--- src/rst_sleep_pkg.sv ---
// Package of constants for the reset pin and sleep control block.
// Assumes a single 100 MHz system clock domain.
`default_nettype none
package rst_sleep_pkg;
  localparam int unsigned CLK_PERIOD_NS = 10;
  // Least low time on the reset pin, in ns (plain default)
  localparam int unsigned RST_MIN_PULSE_NS = 2500;
  localparam int unsigned RST_MIN_CYCLES = (RST_MIN_PULSE_NS + CLK_PERIOD_NS - 1) / CLK_PERIOD_NS;
  localparam int unsigned NARROW_W = 4;
  localparam int unsigned WIDE_W = 8;
  localparam int unsigned NARROW_TOP = 3;
  localparam int unsigned CNT_W = 16;
  localparam logic [15:0] CNT_ZERO = 16'h0000;
  localparam logic [15:0] CNT_ONE = 16'h0001;

  typedef enum logic [2:0] {
    SLEEP_IDLE = 3'h0,
    SLEEP_ADC_NR = 3'h1,
    SLEEP_PWR_DOWN = 3'h2,
    SLEEP_STANDBY = 3'h3
  } sleep_mode_t;

  typedef enum logic [1:0] {
    ST_ACTIVE = 2'h0,
    ST_SLEEP = 2'h1
  } pwr_state_t;
endpackage
`default_nettype wire

--- src/reset_pin_and_sleep_control.sv ---
// Reset pin filter, port tri-state during reset and sleep mode gating.
// Assumes reset pin and wake inputs come from outside clk_sys; port
// controls and sleep requests come from logic on clk_sys.
//
// Contract
// - Long low on reset pin resets device
// - Fuse zero turns reset pin into I/O
// - Narrow port tri-stated during any reset
// - Wide port tri-stated during any reset
// - Per-bit pull-up enable on each pin
// - Four software selectable sleep modes
// - Idle stops CPU, peripherals keep running
// - ADC noise reduction keeps only ADC and oscillator
// - Power-down stops all until wake
// - Standby keeps oscillator running only
`default_nettype none
module reset_pin_and_sleep_control #(
  parameter int unsigned RST_MIN_CYCLES = rst_sleep_pkg::RST_MIN_CYCLES
) (
  input wire logic clk_sys,
  input wire logic rst_n,
  input wire logic reset_pin_disable_fuse,
  input wire logic [3:0] narrow_port_pins_in,
  input wire logic [3:0] narrow_port_out,
  input wire logic [3:0] narrow_port_dir,
  input wire logic [3:0] narrow_port_pullup,
  input wire logic [7:0] wide_port_out,
  input wire logic [7:0] wide_port_dir,
  input wire logic [7:0] wide_port_pullup,
  input wire logic [1:0] sleep_mode_sel,
  input wire logic sleep_mode_we,
  input wire logic sleep_exec,
  input wire logic wake_event,
  output logic [3:0] narrow_port_pins_out,
  output logic [3:0] narrow_port_pins_oe,
  output logic [3:0] narrow_port_pins_pu,
  output logic [7:0] wide_port_pins_out,
  output logic [7:0] wide_port_pins_oe,
  output logic [7:0] wide_port_pins_pu,
  output logic pin_reset_q,
  output logic cpu_clk_en,
  output logic io_clk_en,
  output logic adc_clk_en,
  output logic osc_en,
  output logic sleeping
);

  // --------------------------------------------------------------
  // Pin synchronisers
  // --------------------------------------------------------------
  logic rpin_s1_q, rpin_s2_q, wake_s1_q, wake_s2_q;
  logic fuse_s1_q, fuse_s2_q;

  always_ff @(posedge clk_sys or negedge rst_n)
  begin
    if (!rst_n)
    begin
      rpin_s1_q <= 1'b1;
      rpin_s2_q <= 1'b1;
      wake_s1_q <= 1'b0;
      wake_s2_q <= 1'b0;
      fuse_s1_q <= 1'b1;
      fuse_s2_q <= 1'b1;
    end
    else
    begin
      rpin_s1_q <= narrow_port_pins_in[rst_sleep_pkg::NARROW_TOP];
      rpin_s2_q <= rpin_s1_q;
      wake_s1_q <= wake_event;
      wake_s2_q <= wake_s1_q;
      fuse_s1_q <= reset_pin_disable_fuse;
      fuse_s2_q <= fuse_s1_q;
    end
  end

  // --------------------------------------------------------------
  // Reset pin pulse filter
  // --------------------------------------------------------------
  logic [15:0] low_cnt_q, low_cnt_d;
  logic pin_reset_d;
  logic rst_pin_en;
  localparam logic [15:0] MIN_CNT = 16'(RST_MIN_CYCLES);

  // Fuse low: top pin is plain I/O, no reset function
  assign rst_pin_en = fuse_s2_q;

  always_comb
  begin
    low_cnt_d = rst_sleep_pkg::CNT_ZERO;
    pin_reset_d = 1'b0;
    if (rst_pin_en && !rpin_s2_q)
    begin
      if (low_cnt_q >= MIN_CNT)
      begin
        low_cnt_d = low_cnt_q;
        pin_reset_d = 1'b1;
      end
      else
      begin
        low_cnt_d = low_cnt_q + rst_sleep_pkg::CNT_ONE;
      end
    end
  end

  always_ff @(posedge clk_sys or negedge rst_n)
  begin
    if (!rst_n)
    begin
      low_cnt_q <= rst_sleep_pkg::CNT_ZERO;
      pin_reset_q <= 1'b0;
    end
    else
    begin
      low_cnt_q <= low_cnt_d;
      pin_reset_q <= pin_reset_d;
    end
  end

  // Pin reset holds the ports released; the unclocked reset clears them below
  logic any_reset;
  assign any_reset = pin_reset_q;

  // --------------------------------------------------------------
  // Port drivers
  // --------------------------------------------------------------
  logic [3:0] n_out_d, n_oe_d, n_pu_d;
  logic [7:0] w_out_d, w_oe_d, w_pu_d;

  always_comb
  begin
    n_out_d = narrow_port_out;
    n_oe_d = narrow_port_dir;
    n_pu_d = narrow_port_pullup & ~narrow_port_dir;
    w_out_d = wide_port_out;
    w_oe_d = wide_port_dir;
    w_pu_d = wide_port_pullup & ~wide_port_dir;
    if (rst_pin_en)
    begin
      // Reset pin never drives; its pull-up still follows narrow_port_pullup and dir
      n_oe_d[rst_sleep_pkg::NARROW_TOP] = 1'b0;
    end
    if (any_reset)
    begin
      n_oe_d = 4'h0;
      n_pu_d = 4'h0;
      w_oe_d = 8'h00;
      w_pu_d = 8'h00;
    end
  end

  // Asynchronous clear gives tri-state with no clock running
  always_ff @(posedge clk_sys or negedge rst_n)
  begin
    if (!rst_n)
    begin
      narrow_port_pins_out <= 4'h0;
      narrow_port_pins_oe <= 4'h0;
      narrow_port_pins_pu <= 4'h0;
      wide_port_pins_out <= 8'h00;
      wide_port_pins_oe <= 8'h00;
      wide_port_pins_pu <= 8'h00;
    end
    else
    begin
      narrow_port_pins_out <= n_out_d;
      narrow_port_pins_oe <= n_oe_d;
      narrow_port_pins_pu <= n_pu_d;
      wide_port_pins_out <= w_out_d;
      wide_port_pins_oe <= w_oe_d;
      wide_port_pins_pu <= w_pu_d;
    end
  end

  // --------------------------------------------------------------
  // Sleep control
  // --------------------------------------------------------------
  rst_sleep_pkg::sleep_mode_t mode_q, mode_d;
  rst_sleep_pkg::pwr_state_t st_q, st_d;
  logic cpu_d, io_d, adc_d, osc_d;

  always_comb
  begin
    mode_d = mode_q;
    st_d = st_q;
    if (sleep_mode_we)
    begin
      mode_d = rst_sleep_pkg::sleep_mode_t'({1'b0, sleep_mode_sel});
    end
    case (st_q)
      rst_sleep_pkg::ST_ACTIVE:
      begin
        if (sleep_exec && !wake_s2_q)
        begin
          st_d = rst_sleep_pkg::ST_SLEEP;
        end
      end
      rst_sleep_pkg::ST_SLEEP:
      begin
        if (wake_s2_q || any_reset)
        begin
          st_d = rst_sleep_pkg::ST_ACTIVE;
        end
      end
      default:
      begin
        st_d = rst_sleep_pkg::ST_ACTIVE;
      end
    endcase
    cpu_d = 1'b1;
    io_d = 1'b1;
    adc_d = 1'b1;
    osc_d = 1'b1;
    if (st_d == rst_sleep_pkg::ST_SLEEP)
    begin
      cpu_d = 1'b0;
      case (mode_q)
        rst_sleep_pkg::SLEEP_IDLE:
        begin
          io_d = 1'b1;
        end
        rst_sleep_pkg::SLEEP_ADC_NR:
        begin
          io_d = 1'b0;
        end
        rst_sleep_pkg::SLEEP_PWR_DOWN:
        begin
          io_d = 1'b0;
          adc_d = 1'b0;
          osc_d = 1'b0;
        end
        rst_sleep_pkg::SLEEP_STANDBY:
        begin
          io_d = 1'b0;
          adc_d = 1'b0;
        end
        default:
        begin
          io_d = 1'b1;
        end
      endcase
    end
  end

  always_ff @(posedge clk_sys or negedge rst_n)
  begin
    if (!rst_n)
    begin
      mode_q <= rst_sleep_pkg::SLEEP_IDLE;
      st_q <= rst_sleep_pkg::ST_ACTIVE;
      cpu_clk_en <= 1'b1;
      io_clk_en <= 1'b1;
      adc_clk_en <= 1'b1;
      osc_en <= 1'b1;
      sleeping <= 1'b0;
    end
    else
    begin
      mode_q <= mode_d;
      st_q <= st_d;
      cpu_clk_en <= cpu_d;
      io_clk_en <= io_d;
      adc_clk_en <= adc_d;
      osc_en <= osc_d;
      sleeping <= (st_d == rst_sleep_pkg::ST_SLEEP);
    end
  end

  // --------------------------------------------------------------
  // Assertions
  // --------------------------------------------------------------
  property p_pin_reset_after_low;
    @(posedge clk_sys) disable iff (!rst_n)
    (rst_pin_en && low_cnt_q >= MIN_CNT && !rpin_s2_q) |=> pin_reset_q;
  endproperty
  a_pin_reset_after_low: assert property (p_pin_reset_after_low) else $error("Reset not raised after long low");

  property p_fuse_no_reset;
    @(posedge clk_sys) disable iff (!rst_n)
    (!fuse_s2_q) |=> !pin_reset_q;
  endproperty
  a_fuse_no_reset: assert property (p_fuse_no_reset) else $error("Reset raised with pin disabled");

  property p_narrow_tristate;
    @(posedge clk_sys) disable iff (!rst_n)
    pin_reset_q |=> (narrow_port_pins_oe == 4'h0);
  endproperty
  a_narrow_tristate: assert property (p_narrow_tristate) else $error("Narrow port driven in reset");

  property p_wide_tristate;
    @(posedge clk_sys) disable iff (!rst_n)
    pin_reset_q |=> (wide_port_pins_oe == 8'h00);
  endproperty
  a_wide_tristate: assert property (p_wide_tristate) else $error("Wide port driven in reset");

  property p_pullup_bit;
    @(posedge clk_sys) disable iff (!rst_n)
    !any_reset |=> (wide_port_pins_pu == ($past(wide_port_pullup) & ~$past(wide_port_dir)));
  endproperty
  a_pullup_bit: assert property (p_pullup_bit) else $error("Pull-up bit not applied");

  property p_idle_keeps_io;
    @(posedge clk_sys) disable iff (!rst_n)
    (sleeping && mode_q == rst_sleep_pkg::SLEEP_IDLE) |-> (io_clk_en && !cpu_clk_en);
  endproperty
  a_idle_keeps_io: assert property (p_idle_keeps_io) else $error("Idle gating wrong");

  property p_adc_nr;
    @(posedge clk_sys) disable iff (!rst_n)
    (sleeping && mode_q == rst_sleep_pkg::SLEEP_ADC_NR) |-> (adc_clk_en && !io_clk_en);
  endproperty
  a_adc_nr: assert property (p_adc_nr) else $error("ADC noise mode gating wrong");

  property p_pwr_down;
    @(posedge clk_sys) disable iff (!rst_n)
    (sleeping && mode_q == rst_sleep_pkg::SLEEP_PWR_DOWN) |-> (!osc_en && !adc_clk_en);
  endproperty
  a_pwr_down: assert property (p_pwr_down) else $error("Power-down gating wrong");

  property p_standby;
    @(posedge clk_sys) disable iff (!rst_n)
    (sleeping && mode_q == rst_sleep_pkg::SLEEP_STANDBY) |-> (osc_en && !io_clk_en);
  endproperty
  a_standby: assert property (p_standby) else $error("Standby gating wrong");

  property p_wake;
    @(posedge clk_sys) disable iff (!rst_n)
    (sleeping && wake_s2_q) |=> (!sleeping && cpu_clk_en);
  endproperty
  a_wake: assert property (p_wake) else $error("No wake on event");

  property p_sleep_entry;
    @(posedge clk_sys) disable iff (!rst_n)
    (!sleeping && sleep_exec && !wake_s2_q && !any_reset) |=> (sleeping && !cpu_clk_en);
  endproperty
  a_sleep_entry: assert property (p_sleep_entry) else $error("Sleep not entered");

  c_pin_reset: cover property (@(posedge clk_sys) disable iff (!rst_n) $rose(pin_reset_q));
  c_pwr_down: cover property (@(posedge clk_sys) disable iff (!rst_n)
    sleeping && mode_q == rst_sleep_pkg::SLEEP_PWR_DOWN);
  c_wake: cover property (@(posedge clk_sys) disable iff (!rst_n) $fell(sleeping));

endmodule
`default_nettype wire

--- config.mk ---
export PLATFORM = sky130hd
export DESIGN_NAME = reset_pin_and_sleep_control
export DESIGN_NICKNAME = d
export VERILOG_FILES = /design/src/rst_sleep_pkg.sv /design/src/reset_pin_and_sleep_control.sv
export SDC_FILE = /design/constraint.sdc
export NUM_CORES = 1
export LEC_CHECK = 0
export ABC_AREA = 0
export BUFFER_PORTS_ARGS = -buffer_cell sky130_fd_sc_hd__buf_2
export CAP_MARGIN = 30
export CORE_ASPECT_RATIO = 1.5
export CORE_MARGIN = 5
export CORE_UTILIZATION = 40
export DETAILED_ROUTE_END_ITERATION = 7
export HOLD_SLACK_MARGIN = 0.12
export PLACE_DENSITY_LB_ADDON = 0.3
export SYNTH_ARGS = -nofsm -noshare
export SYNTH_HDL_FRONTEND = slang
export SYNTH_SLANG_ARGS = --single-unit
--- constraint.sdc ---
create_clock -name clk_sys -period 1.5 [get_ports clk_sys]
set_input_delay 0.075 -clock clk_sys [delete_from_list [all_inputs] [get_ports clk_sys]]
set_output_delay 0.075 -clock clk_sys [all_outputs]
set_load 0.05 [all_outputs]
==> results.yml, run 1 <==
sta:
  skew_ns: 0.00977
  hold_viol_final: 0
  grt_setup_unrepaired: "yes"
  timing.final.crit_share_pct: 103
  setup_viol: 5
  max_freq_ghz: 0.644
  setup_slack_ns: -0.0518
  finalMaxSlewViolations: 0
  period_minus_slack_ns: 1.55
  tns_ns: -0.153
worst_setup_path:
  cp.arrival_ns: 1.81
  worstReg2RegEnd: "low_cnt_q[6]$_DFFE_PN0P_"
  rrSetupSlack_ns: -0.05
  reg2reg_depth: 4
  crit_type: "flop to flop"
  crit_required_ns: 1.76
  start_kind: "flop"
  end_kind: "flop"
  reg2reg_from: "low_cnt_q[13]$_DFFE_PN0P_"
  critPathMaxFanout: 4
layout:
  area_growth_pct: 59.0
  final_cells: 386
  final_util_pct: 64.8
  antenna_cells: 0
  drive_above_1_share_pct: 46.8
  nNetsFinal: 359
  n_fill_cell: 431
hold_path:
  hold_depth: 3
  hp-start: "wide_port_pullup[5]"
  worstHoldEndpoint: "wide_port_pins_pu[5]$_DFF_PN0_"
  hold_path_class: "input pin to flop"
cts:
  clk_latency_ns: 0.33
  root_buffer: "clkbuf_8"
  clockBufferDepth: 2
  numClockSinks: 68
  cts_tree: "yes"
  ctsHtreeMaxLevel: 3
  cts_buffers: 9
  cts.clk_slew.worst_paths_ns: 0.07
drt:
  routed-via-count: 1806
  first_pass_iters: 4
  drc: 0
  routedWlPerCell_um: 14.5
  drt_iter0_drc: 77
  vias_per_cell: 4.68
  antenna_left: 0
  drt_wl_total_um: 5580
die:
  core.rowCount: 34
  die_w_um: 72.5
  dieArea_sq_um: 7510
  fp.dieH_um: 104
  initial_core_util_pct: 40.8
  io_pins: 90
  core_area_sq_um: 5740
logic_synthesis:
  seq_area_frac_synth_pct: 73.1
  synth_top_family_by_area: "simple AND/OR/NAND/NOR gates"
  ys_async_sr_fraction_pct: 100
  synth_nets: 208
  synthCells: 158
  synthSimpleGateAreaFrac_pct: 16.6
  ys_ff_latch: 68
  synth-edff-count: 0
  ys_types: 40
  syn_avg_cell_area_sq_um: 14.8
  synth_warnings: 0
  syn_area_sq_um: 2340
  synthAdderAreaFrac_pct: 1.07
  synth_xor_area_share_pct: 0.748
  synth_flop_cell: "dfrtp_1"
  synthMuxAreaShare_pct: 0.962
  synth_compound_area_share_pct: 5.83
status:
  status: "complete, but fails checks"
  violations: "negative setup slack"
pwr:
  peakVddDrop_mv: 1.08
  power.static_leakage_nw: 1.82
  p_per_area_nw_per_um2: 1140
  total_power_w: 0.00424
grt:
  grt_util_met1_pct: 17.4
  grt.busiest_layer: "met2"
  use_met2_pct: 26.5
  grt_max_degree: 69
  grt_use_total_pct: 15.7
  antenna_found_initial: 0
  grt_overflow: 0
  grt_first_pass_wirelength_um: 9050
  grtUsageMet3_pct: 5.52
  grt_pass1_vias: 1914
job:
  cap_violations: 0
placement:
  io_buffer_count: 86
  dp_slack_ns: -0.0575
  dpl.hpwl_um: 3430
  placed_cells: 320
  gp_congestion: 0.786
## stage by stage
step,hold slack (ns),area (sq um)
floorplan,-0.221,2340
global placement,0.120,2920
detailed placement,0.119,2920
CTS,0.302,3640
global route,0.255,3720
finish,0.256,3720
## Yosys cell counts, types with 2 or more instances
| library cell | number | area share [%] |
|---|---|---|
| dfrtp_1 | 60 | 64 |
| nor3b_1 | 13 | 4.2 |
| nor2b_1 | 12 | 3.2 |
| dfstp_2 | 8 | 9.0 |
| and2_1 | 7 | 1.9 |
| nor2_1 | 7 | 1.1 |
| a21oi_1 | 4 | 0.86 |
| nand2_1 | 4 | 0.64 |
| clkbuf_1 | 3 | 0.48 |
| inv_1 | 3 | 0.48 |
| ha_1 | 2 | 1.1 |
| mux2_2 | 2 | 0.96 |
| nand3_1 | 2 | 0.43 |
| nand4_1 | 2 | 0.53 |
| nor4_4 | 2 | 1.8 |
| o21ai_0 | 2 | 0.43 |
| xnor2_1 | 2 | 0.75 |
## layout make-up
type                            count  area [sq um]  area share [%]
Sequential cell                    68          1710            46.0
Inverter                            3          11.3           0.303
Tap cell                           72          90.1            2.42
Timing Repair Buffer              145          1020            27.3
Clock inverter                      7           115            3.09
Multi-Input combinational cell     82           652            17.5
Clock buffer                        9           124            3.33
## report_power, final
part | total, W | switching (W) | internal (W)
Combinational | 0.000530 | 0.000326 | 0.000204
Sequential | 0.00194 | 0.0000260 | 0.00191
Clock | 0.00178 | 0.000678 | 0.00110
Total | 0.00424 | 0.00103 | 0.00322
## layout by cell type (no fill, tap or decap), drive strengths merged, types with 3 or more instances in the layout
cell / netlist / routed
dfstp: 8 / 8
dfrtp: 60 / 60
bufinv: 0 / 3
nor3b: 13 / 13
inv: 3 / 3
nor2b: 12 / 12
dlygate4sd3: 0 / 44
clkbuf: 4 / 9
and2: 8 / 8
buf: 1 / 100
nor2: 7 / 7
a21oi: 4 / 4
nand2: 4 / 4
## critical path, stage by stage, from the launching register on
cell	delay (ns)
dfrtp_1	0.41
nor4_4	0.36
o211ai_2	0.15
or4_1	0.44
a21oi_2	0.13
## kinds of logic after synthesis
family          after synthesis
fa+ha+maj                     2
simple gates                 58
compound gates               17
other cells                   1
buf+inv                       8
flops                        68
xor+xnor                      2
mux                           2
## per-layer routing
layer	share of wire [%]	routed length, um
met4	2.7	149
met3	5.6	312
met5	0	0
met1	37	2050
met2	55	3070
## flip-flops by register name, summed over array words and instances, names as in the netlist, 2 cells and up
signal                count
st_q                      2
wide_port_pins_pu         8
narrow_port_pins_out      4
wide_port_pins_out        8
wide_port_pins_oe         8
narrow_port_pins_oe       4
low_cnt_q                16
mode_q                    2
narrow_port_pins_pu       4
## what timing repair did
action | 4_1_cts | 5_1_grt
resized for setup | 0 | 16
buffers inserted | 4 | 1
hold endpoints to repair | 110 | 0
cloned | 0 | 0
hold buffers | 45 | 0
pin swaps | 5 | 2
setup endpoints to repair | 2 | 15
## worst max-delay path by stage
stage                                    from                  endpoint  cells past startpoint
floorplan           low_cnt_q[15]$_DFFE_PN0P_  low_cnt_q[6]$_DFFE_PN0P_                      4
detailed placement  low_cnt_q[15]$_DFFE_PN0P_  low_cnt_q[6]$_DFFE_PN0P_                      4
global route        low_cnt_q[13]$_DFFE_PN0P_  low_cnt_q[6]$_DFFE_PN0P_                      4
finish              low_cnt_q[13]$_DFFE_PN0P_  low_cnt_q[6]$_DFFE_PN0P_                      4
global placement    low_cnt_q[15]$_DFFE_PN0P_  low_cnt_q[6]$_DFFE_PN0P_                      4
CTS                 low_cnt_q[13]$_DFFE_PN0P_  low_cnt_q[6]$_DFFE_PN0P_                      4
(Power assumes the default switching activity.)
==> run 2, diff against run 1 <==
--- a/config.mk
+++ b/config.mk
@@ -6,12 +6,12 @@
 export NUM_CORES = 1
 export LEC_CHECK = 0
 export ABC_AREA = 0
-export BUFFER_PORTS_ARGS = -buffer_cell sky130_fd_sc_hd__buf_2
 export CAP_MARGIN = 30
 export CORE_ASPECT_RATIO = 1.5
 export CORE_MARGIN = 5
-export CORE_UTILIZATION = 40
+export CORE_UTILIZATION = 55
 export DETAILED_ROUTE_END_ITERATION = 7
+export DONT_BUFFER_PORTS = 1
 export HOLD_SLACK_MARGIN = 0.12
 export PLACE_DENSITY_LB_ADDON = 0.3
 export SYNTH_ARGS = -nofsm -noshare
==> run 2 against run 1 <==
Compared with the run above:
- the run ends with negative hold slack, negative setup slack left
- combinational power is 68% lower
- via count is 18% lower
- die area is 24% lower
- register-to-register slack hardly changed
- routed wire length is 6.6% lower
- worst hold slack worse by 0.82 ns
- global-route usage is 3.8 points higher
- sequential power is 11% higher
- utilization is 9.6 points higher
- sequential cell count stayed put
- first-iteration DRC count is 35% lower
- critical endpoint is now low_cnt_q[5]$_DFFE_PN0P_
- largest cell class unchanged
- largest power group unchanged
- highest routed layer unchanged
==> results.yml, run 2 (synthesis gave the netlist of run 1 again) <==
status:
  status: "complete, but fails checks"
  violations: "negative hold slack, negative setup slack"
worst_setup_path:
  worstPathCellList: "nor4_4 > buf_4 > o2111a_1 > a31oi_1 > a41o_1"
  path_buf_inv: 1
  start_kind: "flop"
  critical-path-max-stage-delay_ns: 0.41
  cp.arrival_ns: 1.78
  crit_type: "flop to flop"
  cp_top_family: "compound AO/OA/AOI/OAI gates"
  crit_required_ns: 1.72
  end_kind: "flop"
  critPathMaxFanout: 3
  slowest_stage: "dfrtp_1"
die:
  initial_core_util_pct: 56.1
  core.rowCount: 29
  die_w_um: 63.3
  core_area_sq_um: 4170
  dieArea_sq_um: 5690
  io_pins: 90
  fp.dieH_um: 89.9
sta:
  grt_setup_unrepaired: "yes"
  period_minus_slack_ns: 1.57
  skew_ns: 0.00635
  timing.final.crit_share_pct: 104
  max_freq_ghz: 0.638
  hold_ws_ns: -0.567
  setup_viol: 4
  setup_slack_ns: -0.0667
  hold_viol_final: 68
  tns_ns: -0.151
  finalMaxSlewViolations: 0
pwr:
  pwr-share-clk_pct: 36.3
  p_per_area_nw_per_um2: 1180
  pwr-share-seq_pct: 59.0
  p_comb_share_pct: 4.7
  peakVddDrop_mv: 1.10
  power.static_leakage_nw: 1.38
  swShare_pct: 25.6
  p_switching_w: 0.000934
  p_int_w: 0.00272
drt:
  routedWlPerCell_um: 19.5
  first_pass_iters: 4
  drt_iter0_drc: 50
  vias_per_cell: 5.50
  antenna_left: 0
  drc: 0
  routed-via-count: 1475
  drt_wl_total_um: 5210
placement:
  dp_slack_ns: -0.106
  place_area_sq_um: 2420
  io_buffer_count: 0
  gp_congestion: 0.796
  dpl.hpwl_um: 2960
cts:
  numClockSinks: 68
  cts_tree: "yes"
  clockBufferDepth: 2
  ctsHtreeMaxLevel: 3
  cts.clk_slew.worst_paths_ns: 0.07
  root_buffer: "clkbuf_8"
  cts_buffers: 9
  cts_hold_buffers: 44
  clk_latency_ns: 0.33
layout:
  final_common_cell: "dfrtp_1"
  antenna_cells: 0
  area.sequential_sq_um: 1710
  drive_above_1_share_pct: 21.2
  multi_input_area_sq_um: 633
  n_fill_cell: 233
  area_growth_pct: 32.7
  final_util_pct: 74.5
  regMostFlops: "low_cnt_q"
  design_area_sq_um: 3110
  largest_reg_flops: 16
  most-common-layout-cells: "59 x dfrtp_1, 44 x dlygate4sd3_1, 13 x nor3b_1"
  nNetsFinal: 267
hold_path:
  hold_path_class: "input pin to asynchronous set/reset pin"
grt:
  grt_first_pass_wirelength_um: 8280
  grt_pass1_vias: 1624
  grt_max_degree: 69
  antenna_found_initial: 0
  grt_use_total_pct: 19.5
  grt_overflow: 0
job:
  cap_violations: 0
## run 2: cell count changes in the layout (fill, tap and decap cells not counted), moves of 2 or more
| cell | delta |
|---|---|
| buf_12 | -2 |
| buf_2 | -86 |
| buf_4 | -3 |
| bufinv_16 | -3 |
| clkbuf_1 | +2 |
| clkbuf_8 | +2 |
| nor3b_1 | +6 |
| nor3b_2 | -5 |
## run 2: layer usage
layer / routed length (um) / vias up / global-route usage, %
met2: 3060 / 58 / 33.9
met3: 308 / 7 / 6.73
met5: 0 / - / 0
met4: 71 / 0 / 8.49
li1: - / 656 / -
met1: 1770 / 754 / 20.9
## run 2: worst register-to-register path, cell delays in order (launching register included)
cell and delay [ns]:
dfrtp_1 0.41, nor4_4 0.35, buf_4 0.18, o2111a_1 0.22, a31oi_1 0.09, a41o_1 0.20
## run 2: power by group through the flow
stage	clock network [W]	registers (W)	logic, W
3_5_place_dp	0	0.00219	0.0000641
6_report	0.00133	0.00216	0.000171
3_3_place_gp	0	0.00219	0.0000599
5_1_grt	0.00146	0.00216	0.000187
2_1_floorplan	0	0.00217	0.0000536
4_1_cts	0.00135	0.00215	0.000162
## run 2: final timing paths
| check | startpoint | end | slack (ns) | depth (start not counted) |
|---|---|---|---|---|
| max | low_cnt_q[15]$_DFFE_PN0P_ | low_cnt_q[5]$_DFFE_PN0P_ | -0.07 | 5 |
| min | rst_n | wide_port_pins_oe[4]$_DFF_PN0_ | -0.57 | 0 |
| max reg2reg | low_cnt_q[15]$_DFFE_PN0P_ | low_cnt_q[5]$_DFFE_PN0P_ | -0.07 | 5 |
| min reg2reg | fuse_s1_q$_DFF_PN1_ | fuse_s2_q$_DFF_PN1_ | 0.36 | 0 |
| max in group asynchronous | rst_n | rpin_s1_q$_DFF_PN1_ | 1.88 | 0 |
| min in group clk_sys | reset_pin_disable_fuse | fuse_s1_q$_DFF_PN1_ | 0.29 | 1 |
## run 2: layout make-up
cell class | instances | share of cell area [%]
Tap cell | 46 | 1.85
Clock inverter | 3 | 0.685
Multi-Input combinational cell | 82 | 20.4
Timing Repair Buffer | 53 | 16.5
Clock buffer | 13 | 5.11
Sequential cell | 68 | 55.1
Inverter | 3 | 0.362
## run 2: what timing repair did
action	in CTS	in global routing
endpoints found under the setup margin	6	8
endpoints found under the hold margin	114	68
resized for setup	4	2
pin swaps	9	6
setup buffers	3	0
## run 2: through the flow
stage,hold slack (ns),instances,total power [W]
2_1_floorplan,-0.221,158,0.00223
3_3_place_gp,-0.219,205,0.00225
3_5_place_dp,-0.219,205,0.00225
4_1_cts,-0.582,268,0.00366
5_1_grt,-0.595,268,0.00381
6_report,-0.567,268,0.00366
